File: src/hdl/wosr_regs.svh
// Purpose: Register offsets, field positions and reset values of the write-once options block.
// Assumes: Byte addresses on a 32-bit AXI4-Lite bus, one register per aligned word.
// Notes: Definitions only; included by bare name.
`ifndef WOSR_REGS_SVH
`define WOSR_REGS_SVH

// ==========================================================================
// Register map
`define WOSR_OPTS_OFFSET 8'h00
`define WOSR_STATUS_OFFSET 8'h04

// ==========================================================================
// Options register fields
`define WOSR_WDT_SEL_MSB 7
`define WOSR_WDT_SEL_LSB 6
`define WOSR_STOP_EN_BIT 5
`define WOSR_PIN_SEL_BIT 2
`define WOSR_OPTS_IMPL_MASK 8'he4
`define WOSR_OPTS_RESET 8'hc0

// ==========================================================================
// Status register fields
`define WOSR_STATUS_USED_BIT 0

// ==========================================================================
// Bus responses
`define WOSR_RESP_OKAY 2'b00
`define WOSR_RESP_SLVERR 2'b10

`endif

File: src/hdl/wosr_pkg.sv
// Purpose: Types shared by the write-once options block.
// Assumes: Field layout matches the header of constants.
// Notes: Reserved fields always hold zero.
package wosr_pkg;

    // ======================================================================
    // Options register layout.
    typedef struct packed {
        logic [1:0] wdt_sel;
        logic stop_en;
        logic [1:0] rsv_hi;
        logic pin_sel;
        logic [1:0] rsv_lo;
    } wosr_opts_s;

    // ======================================================================
    // Write-once lock state, one-hot.
    typedef enum logic [1:0] {
        WOSR_OPEN = 2'b01,
        WOSR_LOCKED = 2'b10
    } wosr_lock_e;

    // ======================================================================
    // Serial bus lines, data and clock as a pair.
    typedef struct packed {
        logic data;
        logic clock;
    } wosr_pair_s;

endpackage : wosr_pkg

File: src/hdl/wosr_options.sv
// Purpose: Write-once system options register with an AXI4-Lite slave port.
// Assumes: One clock, asynchronous active-high reset, inputs synchronous to sys_clk.
// Notes: Drives watchdog period select, stop handling and serial bus pin routing.
//
// Register access over AXI4-Lite and the placing of the registers were decided locally.
`timescale 1ns/1ps
`default_nettype none
`include "wosr_regs.svh"

// Overview of operation
// - Only the first options write after reset with byte lane 0 strobed sticks.
// - Register reads back current contents any time.
// - Bits 7:6 plus clock source choose timeout.
// - Bit 5 enables stop mode when set.
// - Stop while disabled forces illegal-opcode reset.
// - Bit 2 moves serial bus pins A to B.
module wosr_options #(
    parameter int ADDR_W = 4
) (
    input wire logic sys_clk,
    input wire logic rst,
    // AXI4-Lite write address, data and response.
    input wire logic [ADDR_W-1:0] s_axi_awaddr,
    input wire logic s_axi_awvalid,
    output logic s_axi_awready,
    input wire logic [31:0] s_axi_wdata,
    input wire logic [3:0] s_axi_wstrb,
    input wire logic s_axi_wvalid,
    output logic s_axi_wready,
    output logic [1:0] s_axi_bresp,
    output logic s_axi_bvalid,
    input wire logic s_axi_bready,
    // AXI4-Lite read.
    input wire logic [ADDR_W-1:0] s_axi_araddr,
    input wire logic s_axi_arvalid,
    output logic s_axi_arready,
    output logic [31:0] s_axi_rdata,
    output logic [1:0] s_axi_rresp,
    output logic s_axi_rvalid,
    input wire logic s_axi_rready,
    // Watchdog and stop control.
    input wire logic watchdog_clock_source_select,
    output logic [2:0] watchdog_period_select,
    input wire logic stop_exec,
    output logic stop_mode_enter,
    output logic illegal_opcode_reset,
    output logic stop_mode_enable,
    // Serial bus side of the pin routing.
    input wire logic serial_data_out,
    input wire logic serial_data_oe,
    input wire logic serial_clock_out,
    input wire logic serial_clock_oe,
    output logic serial_data_in,
    output logic serial_clock_in,
    // Pins: port A lines two and three, port B lines six and seven.
    input wire logic port_a_line_two_in,
    output logic port_a_line_two_out,
    output logic port_a_line_two_oe,
    input wire logic port_a_line_three_in,
    output logic port_a_line_three_out,
    output logic port_a_line_three_oe,
    input wire logic port_b_line_six_in,
    output logic port_b_line_six_out,
    output logic port_b_line_six_oe,
    input wire logic port_b_line_seven_in,
    output logic port_b_line_seven_out,
    output logic port_b_line_seven_oe
);

    // ======================================================================
    // Parameter check
    generate
        if (ADDR_W < 3 || ADDR_W > 8) begin : g_bad_addr
            $error("wosr_options: ADDR_W must lie between 3 and 8");
        end
    endgenerate

    // ======================================================================
    // Register state
    wosr_pkg::wosr_opts_s opts;
    wosr_pkg::wosr_opts_s next_opts;
    wosr_pkg::wosr_lock_e lock;
    wosr_pkg::wosr_lock_e next_lock;
    logic aw_full;
    logic next_aw_full;
    logic w_full;
    logic next_w_full;
    logic [ADDR_W-1:0] aw_addr;
    logic [ADDR_W-1:0] next_aw_addr;
    logic [7:0] w_byte;
    logic [7:0] next_w_byte;
    logic w_lane0;
    logic next_w_lane0;
    logic next_awready;
    logic next_wready;
    logic next_bvalid;
    logic [1:0] next_bresp;
    logic next_arready;
    logic next_rvalid;
    logic [31:0] next_rdata;
    logic [1:0] next_rresp;

    // Word-aligned address match against a byte offset.
    function automatic logic addr_is(input logic [ADDR_W-1:0] addr, input logic [7:0] off);
        logic [7:0] wide;
        wide = 8'(addr);
        return wide[7:2] == off[7:2];
    endfunction : addr_is

    // Write channel: collects address and data in either order, then commits.
    always_comb begin
        logic aw_take;
        logic w_take;
        logic [ADDR_W-1:0] addr;
        logic [7:0] data;
        logic lane0;
        aw_take = s_axi_awvalid && s_axi_awready;
        w_take = s_axi_wvalid && s_axi_wready;
        addr = aw_full ? aw_addr : s_axi_awaddr;
        data = w_full ? w_byte : s_axi_wdata[7:0];
        lane0 = w_full ? w_lane0 : s_axi_wstrb[0];
        next_opts = opts;
        next_lock = lock;
        next_aw_full = aw_full || aw_take;
        next_w_full = w_full || w_take;
        next_aw_addr = aw_take ? s_axi_awaddr : aw_addr;
        next_w_byte = w_take ? s_axi_wdata[7:0] : w_byte;
        next_w_lane0 = w_take ? s_axi_wstrb[0] : w_lane0;
        next_bvalid = s_axi_bvalid && !s_axi_bready;
        next_bresp = s_axi_bresp;
        if (next_aw_full && next_w_full && !s_axi_bvalid) begin
            next_aw_full = 1'b0;
            next_w_full = 1'b0;
            next_bvalid = 1'b1;
            next_bresp = `WOSR_RESP_OKAY;
            if (addr_is(addr, `WOSR_OPTS_OFFSET)) begin
                if (lock == wosr_pkg::WOSR_OPEN && lane0) begin
                    next_opts = wosr_pkg::wosr_opts_s'(data & `WOSR_OPTS_IMPL_MASK);
                    next_lock = wosr_pkg::WOSR_LOCKED;
                end
            end else if (!addr_is(addr, `WOSR_STATUS_OFFSET)) begin
                next_bresp = `WOSR_RESP_SLVERR;
            end
        end
        next_awready = !next_aw_full && !next_bvalid;
        next_wready = !next_w_full && !next_bvalid;
    end

    // Registers the write channel and the options contents.
    always_ff @(posedge sys_clk or posedge rst) begin
        if (rst) begin
            opts <= wosr_pkg::wosr_opts_s'(`WOSR_OPTS_RESET);
            lock <= wosr_pkg::WOSR_OPEN;
            aw_full <= 1'b0;
            w_full <= 1'b0;
            aw_addr <= '0;
            w_byte <= 8'h00;
            w_lane0 <= 1'b0;
            s_axi_awready <= 1'b1;
            s_axi_wready <= 1'b1;
            s_axi_bvalid <= 1'b0;
            s_axi_bresp <= 2'h0;
        end else begin
            opts <= next_opts;
            lock <= next_lock;
            aw_full <= next_aw_full;
            w_full <= next_w_full;
            aw_addr <= next_aw_addr;
            w_byte <= next_w_byte;
            w_lane0 <= next_w_lane0;
            s_axi_awready <= next_awready;
            s_axi_wready <= next_wready;
            s_axi_bvalid <= next_bvalid;
            s_axi_bresp <= next_bresp;
        end
    end

    // Read channel: one read at a time, answered the cycle after acceptance.
    always_comb begin
        next_arready = s_axi_arready;
        next_rvalid = s_axi_rvalid;
        next_rdata = s_axi_rdata;
        next_rresp = s_axi_rresp;
        if (s_axi_rvalid && s_axi_rready) begin
            next_rvalid = 1'b0;
            next_arready = 1'b1;
        end
        if (s_axi_arvalid && s_axi_arready) begin
            next_arready = 1'b0;
            next_rvalid = 1'b1;
            next_rresp = `WOSR_RESP_OKAY;
            next_rdata = 32'h0000_0000;
            if (addr_is(s_axi_araddr, `WOSR_OPTS_OFFSET)) begin
                next_rdata[7:0] = opts & `WOSR_OPTS_IMPL_MASK;
            end else if (addr_is(s_axi_araddr, `WOSR_STATUS_OFFSET)) begin
                next_rdata[`WOSR_STATUS_USED_BIT] = (lock == wosr_pkg::WOSR_LOCKED);
            end else begin
                next_rresp = `WOSR_RESP_SLVERR;
            end
        end
    end

    // Registers the read channel.
    always_ff @(posedge sys_clk or posedge rst) begin
        if (rst) begin
            s_axi_arready <= 1'b1;
            s_axi_rvalid <= 1'b0;
            s_axi_rdata <= 32'h0000_0000;
            s_axi_rresp <= 2'h0;
        end else begin
            s_axi_arready <= next_arready;
            s_axi_rvalid <= next_rvalid;
            s_axi_rdata <= next_rdata;
            s_axi_rresp <= next_rresp;
        end
    end

    // ======================================================================
    // Watchdog, stop and pin routing
    logic [2:0] next_period;
    logic next_stop_enter;
    logic next_illegal;
    wosr_pkg::wosr_pair_s next_pa_out;
    wosr_pkg::wosr_pair_s next_pa_oe;
    wosr_pkg::wosr_pair_s next_pb_out;
    wosr_pkg::wosr_pair_s next_pb_oe;
    wosr_pkg::wosr_pair_s next_bus_in;

    // Computes the control outputs from the committed options.
    always_comb begin
        wosr_pkg::wosr_pair_s bus_out;
        wosr_pkg::wosr_pair_s bus_oe;
        wosr_pkg::wosr_pair_s idle;
        bus_out = '{data: serial_data_out, clock: serial_clock_out};
        bus_oe = '{data: serial_data_oe, clock: serial_clock_oe};
        idle = '{data: 1'b0, clock: 1'b0};
        next_period = {watchdog_clock_source_select, opts.wdt_sel};
        next_stop_enter = stop_exec && opts.stop_en;
        next_illegal = stop_exec && !opts.stop_en;
        next_pa_out = opts.pin_sel ? idle : bus_out;
        next_pa_oe = opts.pin_sel ? idle : bus_oe;
        next_pb_out = opts.pin_sel ? bus_out : idle;
        next_pb_oe = opts.pin_sel ? bus_oe : idle;
        next_bus_in.data = opts.pin_sel ? port_b_line_six_in : port_a_line_two_in;
        next_bus_in.clock = opts.pin_sel ? port_b_line_seven_in : port_a_line_three_in;
    end

    // Registers the control outputs so every port comes from a flip-flop.
    always_ff @(posedge sys_clk or posedge rst) begin
        if (rst) begin
            watchdog_period_select <= 3'h0;
            stop_mode_enter <= 1'b0;
            illegal_opcode_reset <= 1'b0;
            stop_mode_enable <= 1'b0;
            port_a_line_two_out <= 1'b0;
            port_a_line_three_out <= 1'b0;
            port_a_line_two_oe <= 1'b0;
            port_a_line_three_oe <= 1'b0;
            port_b_line_six_out <= 1'b0;
            port_b_line_seven_out <= 1'b0;
            port_b_line_six_oe <= 1'b0;
            port_b_line_seven_oe <= 1'b0;
            serial_data_in <= 1'b1;
            serial_clock_in <= 1'b1;
        end else begin
            watchdog_period_select <= next_period;
            stop_mode_enter <= next_stop_enter;
            illegal_opcode_reset <= next_illegal;
            stop_mode_enable <= next_opts.stop_en; // tracks the stored bit with no lag.
            port_a_line_two_out <= next_pa_out.data;
            port_a_line_three_out <= next_pa_out.clock;
            port_a_line_two_oe <= next_pa_oe.data;
            port_a_line_three_oe <= next_pa_oe.clock;
            port_b_line_six_out <= next_pb_out.data;
            port_b_line_seven_out <= next_pb_out.clock;
            port_b_line_six_oe <= next_pb_oe.data;
            port_b_line_seven_oe <= next_pb_oe.clock;
            serial_data_in <= next_bus_in.data;
            serial_clock_in <= next_bus_in.clock;
        end
    end

endmodule : wosr_options
`default_nettype wire

File: config.mk
export PLATFORM = sky130hd
export DESIGN_NAME = wosr_options
export DESIGN_NICKNAME = d
export VERILOG_FILES = /design/src/hdl/wosr_pkg.sv /design/src/hdl/wosr_options.sv
export VERILOG_INCLUDE_DIRS = /design/src /design/src/hdl
export SDC_FILE = /design/constraint.sdc
export NUM_CORES = 1
export LEC_CHECK = 0
export BUFFER_PORTS_ARGS = -buffer_cell sky130_fd_sc_hd__buf_2
export CORE_ASPECT_RATIO = 1.1
export CORE_MARGIN = 2
export CORE_UTILIZATION = 38
export DETAILED_ROUTE_END_ITERATION = 10
export PLACE_DENSITY_LB_ADDON = 0.1
export RECOVER_POWER = 25
export SLEW_MARGIN = 25
export SYNTH_ARGS = -nofsm -noshare
export SYNTH_HDL_FRONTEND = slang
export SYNTH_SLANG_ARGS = --single-unit
File: constraint.sdc
create_clock -name sys_clk -period 1.45 [get_ports sys_clk]
set_clock_uncertainty 0.2 [all_clocks]
set_input_delay 0.2175 -clock sys_clk [delete_from_list [all_inputs] [get_ports sys_clk]]
set_output_delay 0.2175 -clock sys_clk [all_outputs]
set_load 0.005 [all_outputs]
Word level (Yosys, flattened, before mapping)
Index checks and enable logic that the tools add are counted.
Widths: inputs -> output; s select.
- register bits: 53
- word-level logic and storage cells: 81
- input bits: 61
- output and inout port bits: 57
- multiplexer cells: 23
- reductions and logical operators: 24
- eq/ne operators: 4
- operator list (operator ; number):
    $mux 2 ; 8
    $logic_and 1x1->1 ; 12
    $mux 1 ; 12
    $mux 8 ; 1
    $mux 7 ; 1
    $eq 2x1->1 const B ; 3
    $logic_not 1->1 ; 6
    $logic_not 2->1 ; 2
    $mux 4 ; 1
    $reduce_and 3->1 ; 1
    $eq 2x2->1 const B ; 1
    $logic_or 1x1->1 ; 2
    $reduce_bool 2->1 ; 1

Depth between registers and ports, before layout
Gate-level depths: netlist (run 1).
- word-level depth: 7
- mapped depth: 5
- gate-level depth less buffers: 4

Worst setup path after synthesis (run 1)
Ideal clock, no wire load.
- path type: register to register
- start point: register s_axi_wready
- end point: register opts[2] (netlist name)
- buffers on the path: 0
- required time: 1127 ps
- arrival: 1176 ps
- library setup time: 123 ps
- period minus slack after synthesis: 1499 ps
- stages on the path, launching flop included: 5
- path slack: -49 ps
- cell sequence: dfstp_2 -> a21oi_2 -> nor3_4 -> and3_4 -> a21oi_1
- cells in the longest elaborated chain, start to end: 5
- ends and longest elaborated chain (element ; line ; text):
    start: declaration ; wosr_options.sv:29 ; output logic s_axi_wready,
    start signal: assignment ; wosr_options.sv:172 ; s_axi_wready <= next_wready;
    $logic_and 1x1->1 ; wosr_options.sv:118 ; w_take = s_axi_wvalid && s_axi_wready;
    $logic_or 1x1->1 ; wosr_options.sv:125 ; next_w_full = w_full || w_take;
    $logic_and 1x1->1 (2 in a row) ; wosr_options.sv:131 ; if (next_aw_full && next_w_full && !s_axi_bvalid) begin
    $reduce_and 3->1 (no line) ; - ;
    end signal: assignment ; wosr_options.sv:152 ; opts <= wosr_pkg::wosr_opts_s'(`WOSR_OPTS_RESET);
    end signal: assignment ; wosr_options.sv:164 ; opts <= next_opts;
    end: declaration ; wosr_options.sv:80 ; wosr_pkg::wosr_opts_s opts;
No other way between the ends.
A chain may end at the register's enable or synchronous reset.

Final worst setup path (run 1)
- start point: register s_axi_wready
- end point: register stop_mode_enable
- cells in the longest elaborated chain, start to end: 5
- ends and longest elaborated chain (element ; line ; text):
    $logic_and 1x1->1 ; wosr_options.sv:118 ;
    $logic_or 1x1->1 ; wosr_options.sv:125 ;
    $logic_and 1x1->1 (2 in a row) ; wosr_options.sv:131 ;
    $reduce_and 3->1 (no line) ; - ;
    end signal: assignment ; wosr_options.sv:269 ; stop_mode_enable <= next_opts.stop_en;
    end: declaration ; wosr_options.sv:47 ; output logic stop_mode_enable,
No other way between the ends.

==> run_results.csv, run 1 <==
group,metric,value,unit
floorplan,fp.dieW,69.9,microns
place,gp_congestion,0.736,
power,switching_share,0.281,
timing,finalSetupTns,0,ps
critical_path,path_cells,"a21oi_2 > nor3_4 > and3_4 > a21oi_1",
final_layout,syn2layout_area_growth,33.2,%
power,power_density,1320,nW/um^2
synthesis,synth.yosys.warnings,0,
floorplan,core,4620,sq um
final_layout,multiInputGateArea,621,sq um
place,hpwl,2440,microns
drt,drc,0,
synthesis,syn_area,1810,sq um
synthesis,avgSynthCellArea,12.7,sq um
floorplan,initial_utilization,0.392,
power,ir_drop,0.869,mV
place,placed_cells,259,
critical_path,crit_type,"reg -> reg",
drt,wire_per_inst,11.6,microns
global_route,antenna_found_initial,0,
cts,worstSkewPairLatency,290,ps
critical_path,crit_fanout,6,
drt,first_pass_iters,2,
power,p_switching,0.898,mW
worst_hold_path,min_path_type,"in -> reg",
critical_path,r2r_slack,10,ps
final_layout,fin_cells,288,
place,place_area,2110,sq um
status,status,"completed",
timing,max_slew.worst_pin.slew,562,ps
timing,drv_slew,0,
cts,htreeDepth,2,
drt,via_per_inst,4.33,
floorplan,pin_count,118,
critical_path,end_kind,"register",
floorplan,rows,26,
cts,cts_tree,"yes",
cts,ctsLongestPathBuffers,2,
critical_path,rr_startpoint,"s_axi_wready",
power,power.internal,2.30,mW
final_layout,n_antenna_cell,0,
critical_path,slowest_delay,540,ps
critical_path,path_buf_inv,0,
place,portBuffers,53,
timing,max_slew_margin,0.625,
critical_path,cp_slowest_cell,"dfstp_2",
final_layout,seqCellArea,1060,sq um
cts,cts_sinks,42,
cts,clk_pin_slew,80,ps
timing,rsz0062_at_grt,"yes",
synthesis,synth-seq-area-share,0.585,
synthesis,synthCells,143,
cts,clockRootBuffer,"clkbuf_8",
critical_path,crit_arrival,1420,ps
global_route,track_usage,0.129,
final_layout,layout.nets,292,
timing,fin_crit_sh,0.992,
floorplan,fp.dieArea,5340,sq um
global_route,grt_overflow,0,
power,p_comb_frac,0.272,
flow_run,max-cap-violations,0,
global_route,grt_pass1_vias,1253,
power,p_total,3.20,mW
power,cellLeakagePower,1.23,nW
power,seqPwrFrac,0.488,
drt,ant_nets,0,
cts,numCtsBuffers,5,
critical_path,cp.required,1430,ps
critical_path,startpoint,"s_axi_wready",
critical_path,cp_top_family,"flip-flops",
final_layout,fill_cells,420,
worst_hold_path,hp-start,"s_axi_araddr[2]",
critical_path,cp-start-kind,"register",
timing,period_needed,1440,ps
timing,setup_viol,0,
global_route,grt_pass1_wl,5420,microns
drt,vias,1248,
drt,drtIter0Drc,30,
power,clkPwrFrac,0.239,
floorplan,die_y,76.4,microns
timing,final-hold-violation-count,0,
global_route,grt_max_degree,43,
synthesis,yosysUniqueCellTypes,27,
cts,cts_setup_buffers,0,
final_layout,drive_above_1_share,0.414,
synthesis,ys_seq_elements,42,
final_layout,final_cell_area,2410,sq um
timing,max_freq,695,MHz
drt,routed_wl,3330,microns
## flip-flops by register name, indices dropped and copies added (netlist names), 2 cells and up
name	cells
w_byte	4
watchdog_period_select	3
lock	2
aw_addr	2
s_axi_rdata	5
next_period	2
## power groups by stage
stage | Sequential, mW | Clock [mW] | Combinational, mW
5_1_grt | 1.59 | 0.865 | 0.973
3_3_place_gp | 1.57 | 0 | 0.799
2_1_floorplan | 1.56 | 0 | 0.562
3_5_place_dp | 1.59 | 0 | 0.814
6_report | 1.56 | 0.765 | 0.872
4_1_cts | 1.56 | 0.808 | 0.891
## metal layers
layer	GRT usage	part of all wire	vias to the layer above	wire [microns]
met3	0.0503	0.071	8	238
met4	0.0558	0.020	0	65
met5	0	0	-	0
li1	-	-	600	-
met2	0.224	0.51	48	1690
met1	0.139	0.40	592	1330
## tightest hold or removal path, cell delays in order
cell and delay (ps):
buf_2 110, nand4bb_1 80, o21ai_0 60
## cell type report
| class | count | share of cell area |
|---|---|---|
| sequential | 42 | 0.439 |
| multi-input combinational | 96 | 0.257 |
| timing repair buffer | 84 | 0.232 |
| clock buffer | 6 | 0.0342 |
| tap | 56 | 0.0290 |
| clock inverter | 2 | 0.00518 |
| inverter | 2 | 0.00311 |
## kinds of logic (layout without fill, tap and decap cells)
logic type / after synthesis / after routing / share of synthesized area
DFF: 42 / 42 / 0.585
AOI/OAI and AO/OA: 18 / 18 / 0.0690
muxes: 17 / 17 / 0.101
other: 1 / 29 / 0.00207
buffers and inverters: 33 / 94 / 0.133
and+or+nand+nor: 32 / 32 / 0.110
## layout by cell type, fill, tap and decap left out, types with 5 or more instances in the layout
cell	netlist	final
a21oi_1	6	5
and2_1	5	5
buf_2	0	52
buf_4	29	8
clkbuf_8	0	6
conb_1	1	29
dfrtp_1	34	34
dfstp_2	8	8
dlygate4sd3_1	0	21
mux2_2	10	10
mux2i_1	7	7
nand2_1	5	5
nor2_1	5	5
nor2b_1	9	9
## synthesized netlist by cell type
library cell	count	area share
and3_4	1	0.0062
dfrtp_1	34	0.47
dfstp_2	8	0.12
mux2_2	10	0.062
inv_1	2	0.0041
nor2b_1	9	0.031
a31oi_1	4	0.014
or2_1	1	0.0035
conb_1	1	0.0021
nor2_1	5	0.010
mux2i_1	7	0.039
nor3_1	1	0.0028
a21oi_1	6	0.017
o32ai_2	1	0.0090
or2_2	1	0.0035
clkbuf_1	1	0.0021
and2_1	5	0.017
nand2b_1	1	0.0035
nand4bb_1	1	0.0062
nor3b_2	1	0.0069
a21oi_2	1	0.0048
a22o_1	4	0.019
nand2_1	5	0.010
o21ai_0	2	0.0055
buf_4	29	0.12
buf_6	1	0.0062
nor3_4	1	0.0090
## stage by stage
step | hold WS, ps | utilization | setup WS (ps)
2_1_floorplan | 48.9 | - | -48.8
3_3_place_gp | 88.3 | 0.457 | 11.9
3_5_place_dp | 97.9 | 0.457 | 5.69
4_1_cts | 0.134 | 0.525 | -1.79
5_1_grt | 1.91 | 0.523 | -101
6_report | 13.1 | 0.523 | 11.6
## final timing paths
check / cells after the start / to
max: 4 / stop_mode_enable
min: 3 / s_axi_rdata[0]
max reg2reg: 4 / stop_mode_enable
min reg2reg: 0 / watchdog_period_select[0]
max in group asynchronous: 4 / s_axi_awready
min in group asynchronous: 4 / port_a_line_three_out
## what timing repair did
action / in CTS / in global routing
endpoints found under the hold margin: 57 / 0
resized for setup: 2 / 0
endpoints found under the setup margin: 4 / 7
hold buffers: 21 / 0
(Power assumes the default switching activity.)
==> run 2, diff against run 1 <==
BUFFER_PORTS_ARGS = default   (was -buffer_cell sky130_fd_sc_hd__buf_2)
CORE_UTILIZATION = 55   (was 38)
DONT_BUFFER_PORTS = 1   (was default)
==> run 2 against run 1 <==
Sequential power about the same. Final cell count decreased by 24%. First-iteration DRC count increased by 67%. Flip-flop and latch count unchanged. The run now ends with design-rule violations, negative setup slack left. Via count decreased by 12%. Critical path depth increased by 1. Design area decreased by 8.9%. Count of clock-buffer cells in the layout decreased by 1. Non-clock buffer count decreased by 46. Clock power increased by 19%. Routed wire length decreased by 6.4%. Sequential share of layout area increased by 4.3 points.
==> run_results.csv, run 2 (synthesized netlist as in run 1, its figures left out) <==
group,metric,value,unit
critical_path,crit_type,"in -> reg",
worst_hold_path,hp-start,"s_axi_araddr[2]",
timing,fin_crit_sh,1.01,
critical_path,cp-start-kind,"primary input",
drt,routed_wl,3120,microns
critical_path,crit_arrival,1510,ps
floorplan,initial_utilization,0.585,
timing,max_slew_margin,0.635,
critical_path,slowest_delay,570,ps
timing,max_slew.worst_pin.slew,547,ps
final_layout,final_cell_area,2200,sq um
final_layout,final_common_cell,"dfrtp_1",
floorplan,rows,21,
cts,worstSkewPairLatency,350,ps
final_layout,fin_cells,220,
cts,cts_tree,"yes",
critical_path,cp_top_family,"buffers and inverters",
power,power_density,1490,nW/um^2
status,status,"complete, but fails checks",
place,hpwl,2090,microns
critical_path,path_buf_inv,2,
place,portBuffers,0,
power,cellLeakagePower,1.04,nW
critical_path,r2r_end,"lock[1]",
power,clkPwrFrac,0.277,
critical_path,rr_startpoint,"w_full",
power,p_switching,0.878,mW
power,p_comb_frac,0.243,
place,placed_cells,186,
global_route,grt_pass1_wl,4790,microns
power,ir_drop,1.20,mV
critical_path,path_cells,"dlygate4sd3_1 > a21oi_2 > nor3_4 > buf_6 > or2_2",
cts,ctsLongestPathBuffers,2,
power,switching_share,0.267,
global_route,track_usage,0.173,
floorplan,pin_count,118,
timing,final-hold-violation-count,0,
worst_hold_path,min_path_cells,3,
final_layout,layout.nets,246,
timing,rsz0062_at_grt,"yes",
critical_path,cp_slowest_cell,"dlygate4sd3_1",
critical_path,startpoint,"s_axi_awvalid",
cts,clk_pin_slew,120,ps
critical_path,end_kind,"register",
place,place_area,1830,sq um
global_route,grt_pass1_vias,1073,
drt,via_per_inst,4.97,
status,violations,"design-rule violations, negative setup slack",
cts,clockRootBuffer,"clkbuf_4",
global_route,grt_max_degree,43,
critical_path,r2r_cells,4,
final_layout,final_cell_mix,"dfrtp_1 (34), conb_1 (29), dlygate4sd3_1 (25)",
cts,numCtsBuffers,5,
timing,drv_slew,0,
power,power.internal,2.41,mW
cts,htreeDepth,2,
floorplan,fp.dieW,58.7,microns
critical_path,r2r_slack,10,ps
timing,setup_slack,-14.9,ps
timing,hold_ws,14.8,ps
final_layout,top_register,"s_axi_rdata",
place,gp_congestion,0.707,
flow_run,max-cap-violations,0,
timing,period_needed,1460,ps
drt,wire_per_inst,14.2,microns
drt,drtIter0Drc,50,
critical_path,crit_fanout,7,
timing,setup_viol,1,
drt,ant_nets,0,
worst_hold_path,hold_path_end,"s_axi_rdata[2]",
final_layout,reg_top3,"s_axi_rdata (5), w_byte (4), watchdog_period_select (3)",
final_layout,n_antenna_cell,0,
global_route,antenna_found_initial,0,
drt,first_pass_iters,7,
floorplan,core,3100,sq um
drt,drc,7,
timing,max_freq,683,MHz
drt,vias,1093,
worst_hold_path,min_path_type,"in -> reg",
power,seqPwrFrac,0.480,
final_layout,largest_reg_flops,5,
floorplan,die_y,64.2,microns
global_route,grt_overflow,0,
critical_path,cp.required,1490,ps
final_layout,drive_above_1_share,0.258,
cts,cts_sinks,42,
floorplan,fp.dieArea,3770,sq um
final_layout,syn2layout_area_growth,21.4,%
## run 2: changes by cell type in the layout (fill, tap and decap cells not counted), moves of 2 or more
| cell | change |
|---|---|
| bufinv_16 | +2 |
| clkbuf_4 | +5 |
| dlygate4sd3_1 | +4 |
| clkbuf_8 | -6 |
| buf_4 | +2 |
| buf_2 | -52 |
## run 2: power by group through the flow
stage / logic [mW] / registers (mW) / clock network (mW)
floorplan: 0.562 / 1.56 / 0
global placement: 0.688 / 1.59 / 0
detailed placement: 0.706 / 1.60 / 0
CTS: 0.794 / 1.58 / 0.936
global route: 0.888 / 1.61 / 0.973
finish: 0.798 / 1.58 / 0.911
## run 2: metal layers
layer / wire length (microns) / global-route usage / vias to the layer above
met5: 0 / 0 / -
met4: 54 / 0.0682 / 0
met3: 246 / 0.0668 / 5
met2: 1670 / 0.313 / 46
met1: 1150 / 0.174 / 533
li1: - / - / 509
## run 2: repair_timing
item | CTS | global route
buffers inserted | 1 | 0
pin swaps | 2 | 1
gates resized for setup | 1 | 3
endpoints found under the hold margin | 75 | 5
hold buffers | 24 | 1
setup endpoints to repair | 2 | 14
## run 2: tightest hold or removal path: stages
cell and delay (ps):
nor3_2 20, buf_4 130, a22o_1 170
## run 2: worst max path at each step
| stage | end | cells past startpoint |
|---|---|---|
| CTS | lock[1] | 4 |
| global placement | s_axi_bvalid | 4 |
| detailed placement | lock[1] | 4 |
| finish | s_axi_bvalid | 5 |
| floorplan | opts[2] | 4 |
| global route | next_period[0] | 5 |
## run 2: layout make-up
class | instances | area, sq um
sequential | 42 | 1060
clock buffer | 5 | 37.5
tap | 34 | 42.5
clock inverter | 3 | 68.8
timing repair buffer | 38 | 355
multi-input combinational | 96 | 628
inverter | 2 | 7.51
fill | 222 | 900
## run 2: through the flow
stage	util	setup slack (ps)	TNS (ps)	total power [mW]
final	0.710	-14.9	-14.9	3.29
after global routing	0.710	-66.0	-348	3.47
after CTS	0.707	-7.60	-7.60	3.31
after detailed placement	0.592	-18.1	-18.1	2.31
after global placement	0.592	12.3	0	2.28
after floorplan	-	-48.8	-139	2.13
==> run 3, diff against run 2 <==
CELL_PAD_IN_SITES_DETAIL_PLACEMENT = 1   (was default)
CELL_PAD_IN_SITES_GLOBAL_PLACEMENT = 1   (was default)
CORE_UTILIZATION = 40   (was 55)
CTS_CLUSTER_SIZE = 30   (was default)
PLACE_DENSITY = 0.69   (was default)
PLACE_DENSITY_LB_ADDON = default   (was 0.1)
==> run 3 against run 2 <==
The run ends with negative setup slack left. Core utilization shrank 18 points. Clock power grew 23%. Global-route usage shrank 1.7 points. Non-clock buffer count is the same.
==> run_results.csv, run 3 (synthesized netlist as in run 1, its figures left out) <==
group,metric,value,unit
status,status,"complete, but fails checks",
status,violations,"negative setup slack",
worst_hold_path,hold_path_end,"w_lane0",
timing,period_needed,1510,ps
place,place_area,1850,sq um
drt,dr_wl_met3,293,microns
final_layout,syn2layout_area_growth,26.5,%
drt,dr_wl_met2,2040,microns
drt,vias,1109,
power,seqPwrFrac,0.444,
floorplan,die_y,74.6,microns
cts,clk_pin_slew,70,ps
floorplan,initial_utilization,0.420,
power,ir_drop,0.933,mV
floorplan,pin_count,118,
critical_path,end_kind,"register",
timing,setup_slack,-57.6,ps
critical_path,r2r_cells,4,
worst_hold_path,min_path_type,"in -> reg",
floorplan,fp.dieW,68.2,microns
power,switching_share,0.264,
global_route,grt_max_degree,23,
cts,worstSkewPairLatency,290,ps
flow_run,max-cap-violations,0,
critical_path,cp.required,1430,ps
cts,htreeDepth,2,
final_layout,drive_above_1_share,0.280,
final_layout,fin_cells,240,
final_layout,fill_cells,452,
critical_path,rr_startpoint,"s_axi_awready",
drt,first_pass_iters,4,
timing,max_freq,663,MHz
timing,setup_viol,6,
cts,ctsLongestPathBuffers,2,
critical_path,crit_type,"reg -> reg",
global_route,grt_pass1_vias,1241,
final_layout,layout.nets,246,
power,p_comb_frac,0.244,
power,clkPwrFrac,0.312,
drt,routed_wl,3640,microns
drt,via_per_inst,4.62,
timing,max_slew.worst_pin.slew,549,ps
timing,finalSetupTns,-211,ps
floorplan,fp.dieArea,5090,sq um
critical_path,crit_fanout,6,
cts,clockRootBuffer,"clkbuf_8",
drt,drt-met1-wl,1250,microns
cts,numCtsBuffers,5,
place,gp_congestion,0.654,
final_layout,final_common_cell,"dfrtp_1",
critical_path,crit_arrival,1490,ps
power,power_density,1570,nW/um^2
cts,cts_sinks,42,
timing,hold_ws,26.6,ps
critical_path,r2r_end,"opts[2]",
final_layout,top_register,"s_axi_rdata",
timing,fin_crit_sh,1.04,
global_route,grt_pass1_wl,5710,microns
floorplan,core,4320,sq um
place,hpwl,2630,microns
worst_hold_path,hp-start,"s_axi_wvalid",
critical_path,cp-start-kind,"register",
power,cellLeakagePower,1.06,nW
drt,drtIter0Drc,32,
place,placed_cells,207,
global_route,track_usage,0.157,
global_route,antenna_found_initial,0,
cts,cts_tree,"yes",
drt,ant_nets,0,
final_layout,n_antenna_cell,0,
global_route,grt_overflow,0,
final_layout,final_cell_mix,"dfrtp_1 (33), conb_1 (29), dlygate4sd3_1 (24)",
power,power.internal,2.65,mW
timing,rsz0062_at_grt,"yes",
drt,highest_layer,"met4",
timing,max_slew_margin,0.634,
final_layout,reg_top3,"s_axi_rdata (5), w_byte (4), watchdog_period_select (3)",
critical_path,r2r_slack,-60,ps
worst_hold_path,min_path_cells,2,
place,portBuffers,0,
timing,drv_slew,0,
power,p_switching,0.950,mW
floorplan,rows,25,
drt,drc,0,
timing,final-hold-violation-count,0,
final_layout,final_cell_area,2290,sq um
final_layout,finalCoreUtilization,0.531,
final_layout,largest_reg_flops,5,
drt,wire_per_inst,15.2,microns
## run 3: worst max path at each step
| stage | from | end | slack (ps) |
|---|---|---|---|
| floorplan | s_axi_wready | opts[2] | -50 |
| global placement | s_axi_wready | opts[2] | -10 |
| detailed placement | aw_full | next_period[1] | -50 |
| CTS | s_axi_wready | next_period[1] | -60 |
| global route | s_axi_awready | next_period[1] | -150 |
| finish | s_axi_awready | opts[2] | -60 |
## run 3: metrics by stage
step	power, mW	setup slack [ps]
final	3.60	-57.6
after global routing	3.84	-151
after CTS	3.62	-57.1
after detailed placement	2.36	-52.8
after global placement	2.30	-10.7
after floorplan	2.13	-48.8
## run 3: timing repair
item,CTS,global route
endpoints found under the hold margin,73,0
cloned,0,0
pin swaps,0,1
setup buffers,1,0
resized for setup,4,7
setup endpoints to repair,11,17
hold buffers,24,0
## run 3: final cells by class
type / count / area, sq um / area share
Sequential cell: 42 / 1060 / 0.463
Multi-Input combinational cell: 96 / 669 / 0.292
Timing Repair Buffer: 38 / 344 / 0.150
Clock buffer: 6 / 82.6 / 0.0360
Tap cell: 54 / 67.6 / 0.0295
Clock inverter: 2 / 60.1 / 0.0262
Inverter: 2 / 7.51 / 0.00327
## run 3: worst max-delay path, cell delays in order (launching register included)
cell     delay [ps]
dfstp_2         560
a21oi_4          60
nor3_4          240
and3_4          270
a21oi_2          60
## run 3: routing by layer
metal / global-route usage / vias up
li1: - / 503
met1: 0.160 / 554
met2: 0.284 / 45
met3: 0.0643 / 7
met4: 0.0600 / 0
met5: 0 / -
## run 3: power by group through the flow
stage | logic (mW) | clock network (mW) | registers, mW
after CTS | 0.870 | 1.16 | 1.59
after global routing | 0.975 | 1.22 | 1.64
after detailed placement | 0.767 | 0 | 1.59
final | 0.880 | 1.12 | 1.60
after global placement | 0.728 | 0 | 1.58
after floorplan | 0.562 | 0 | 1.56
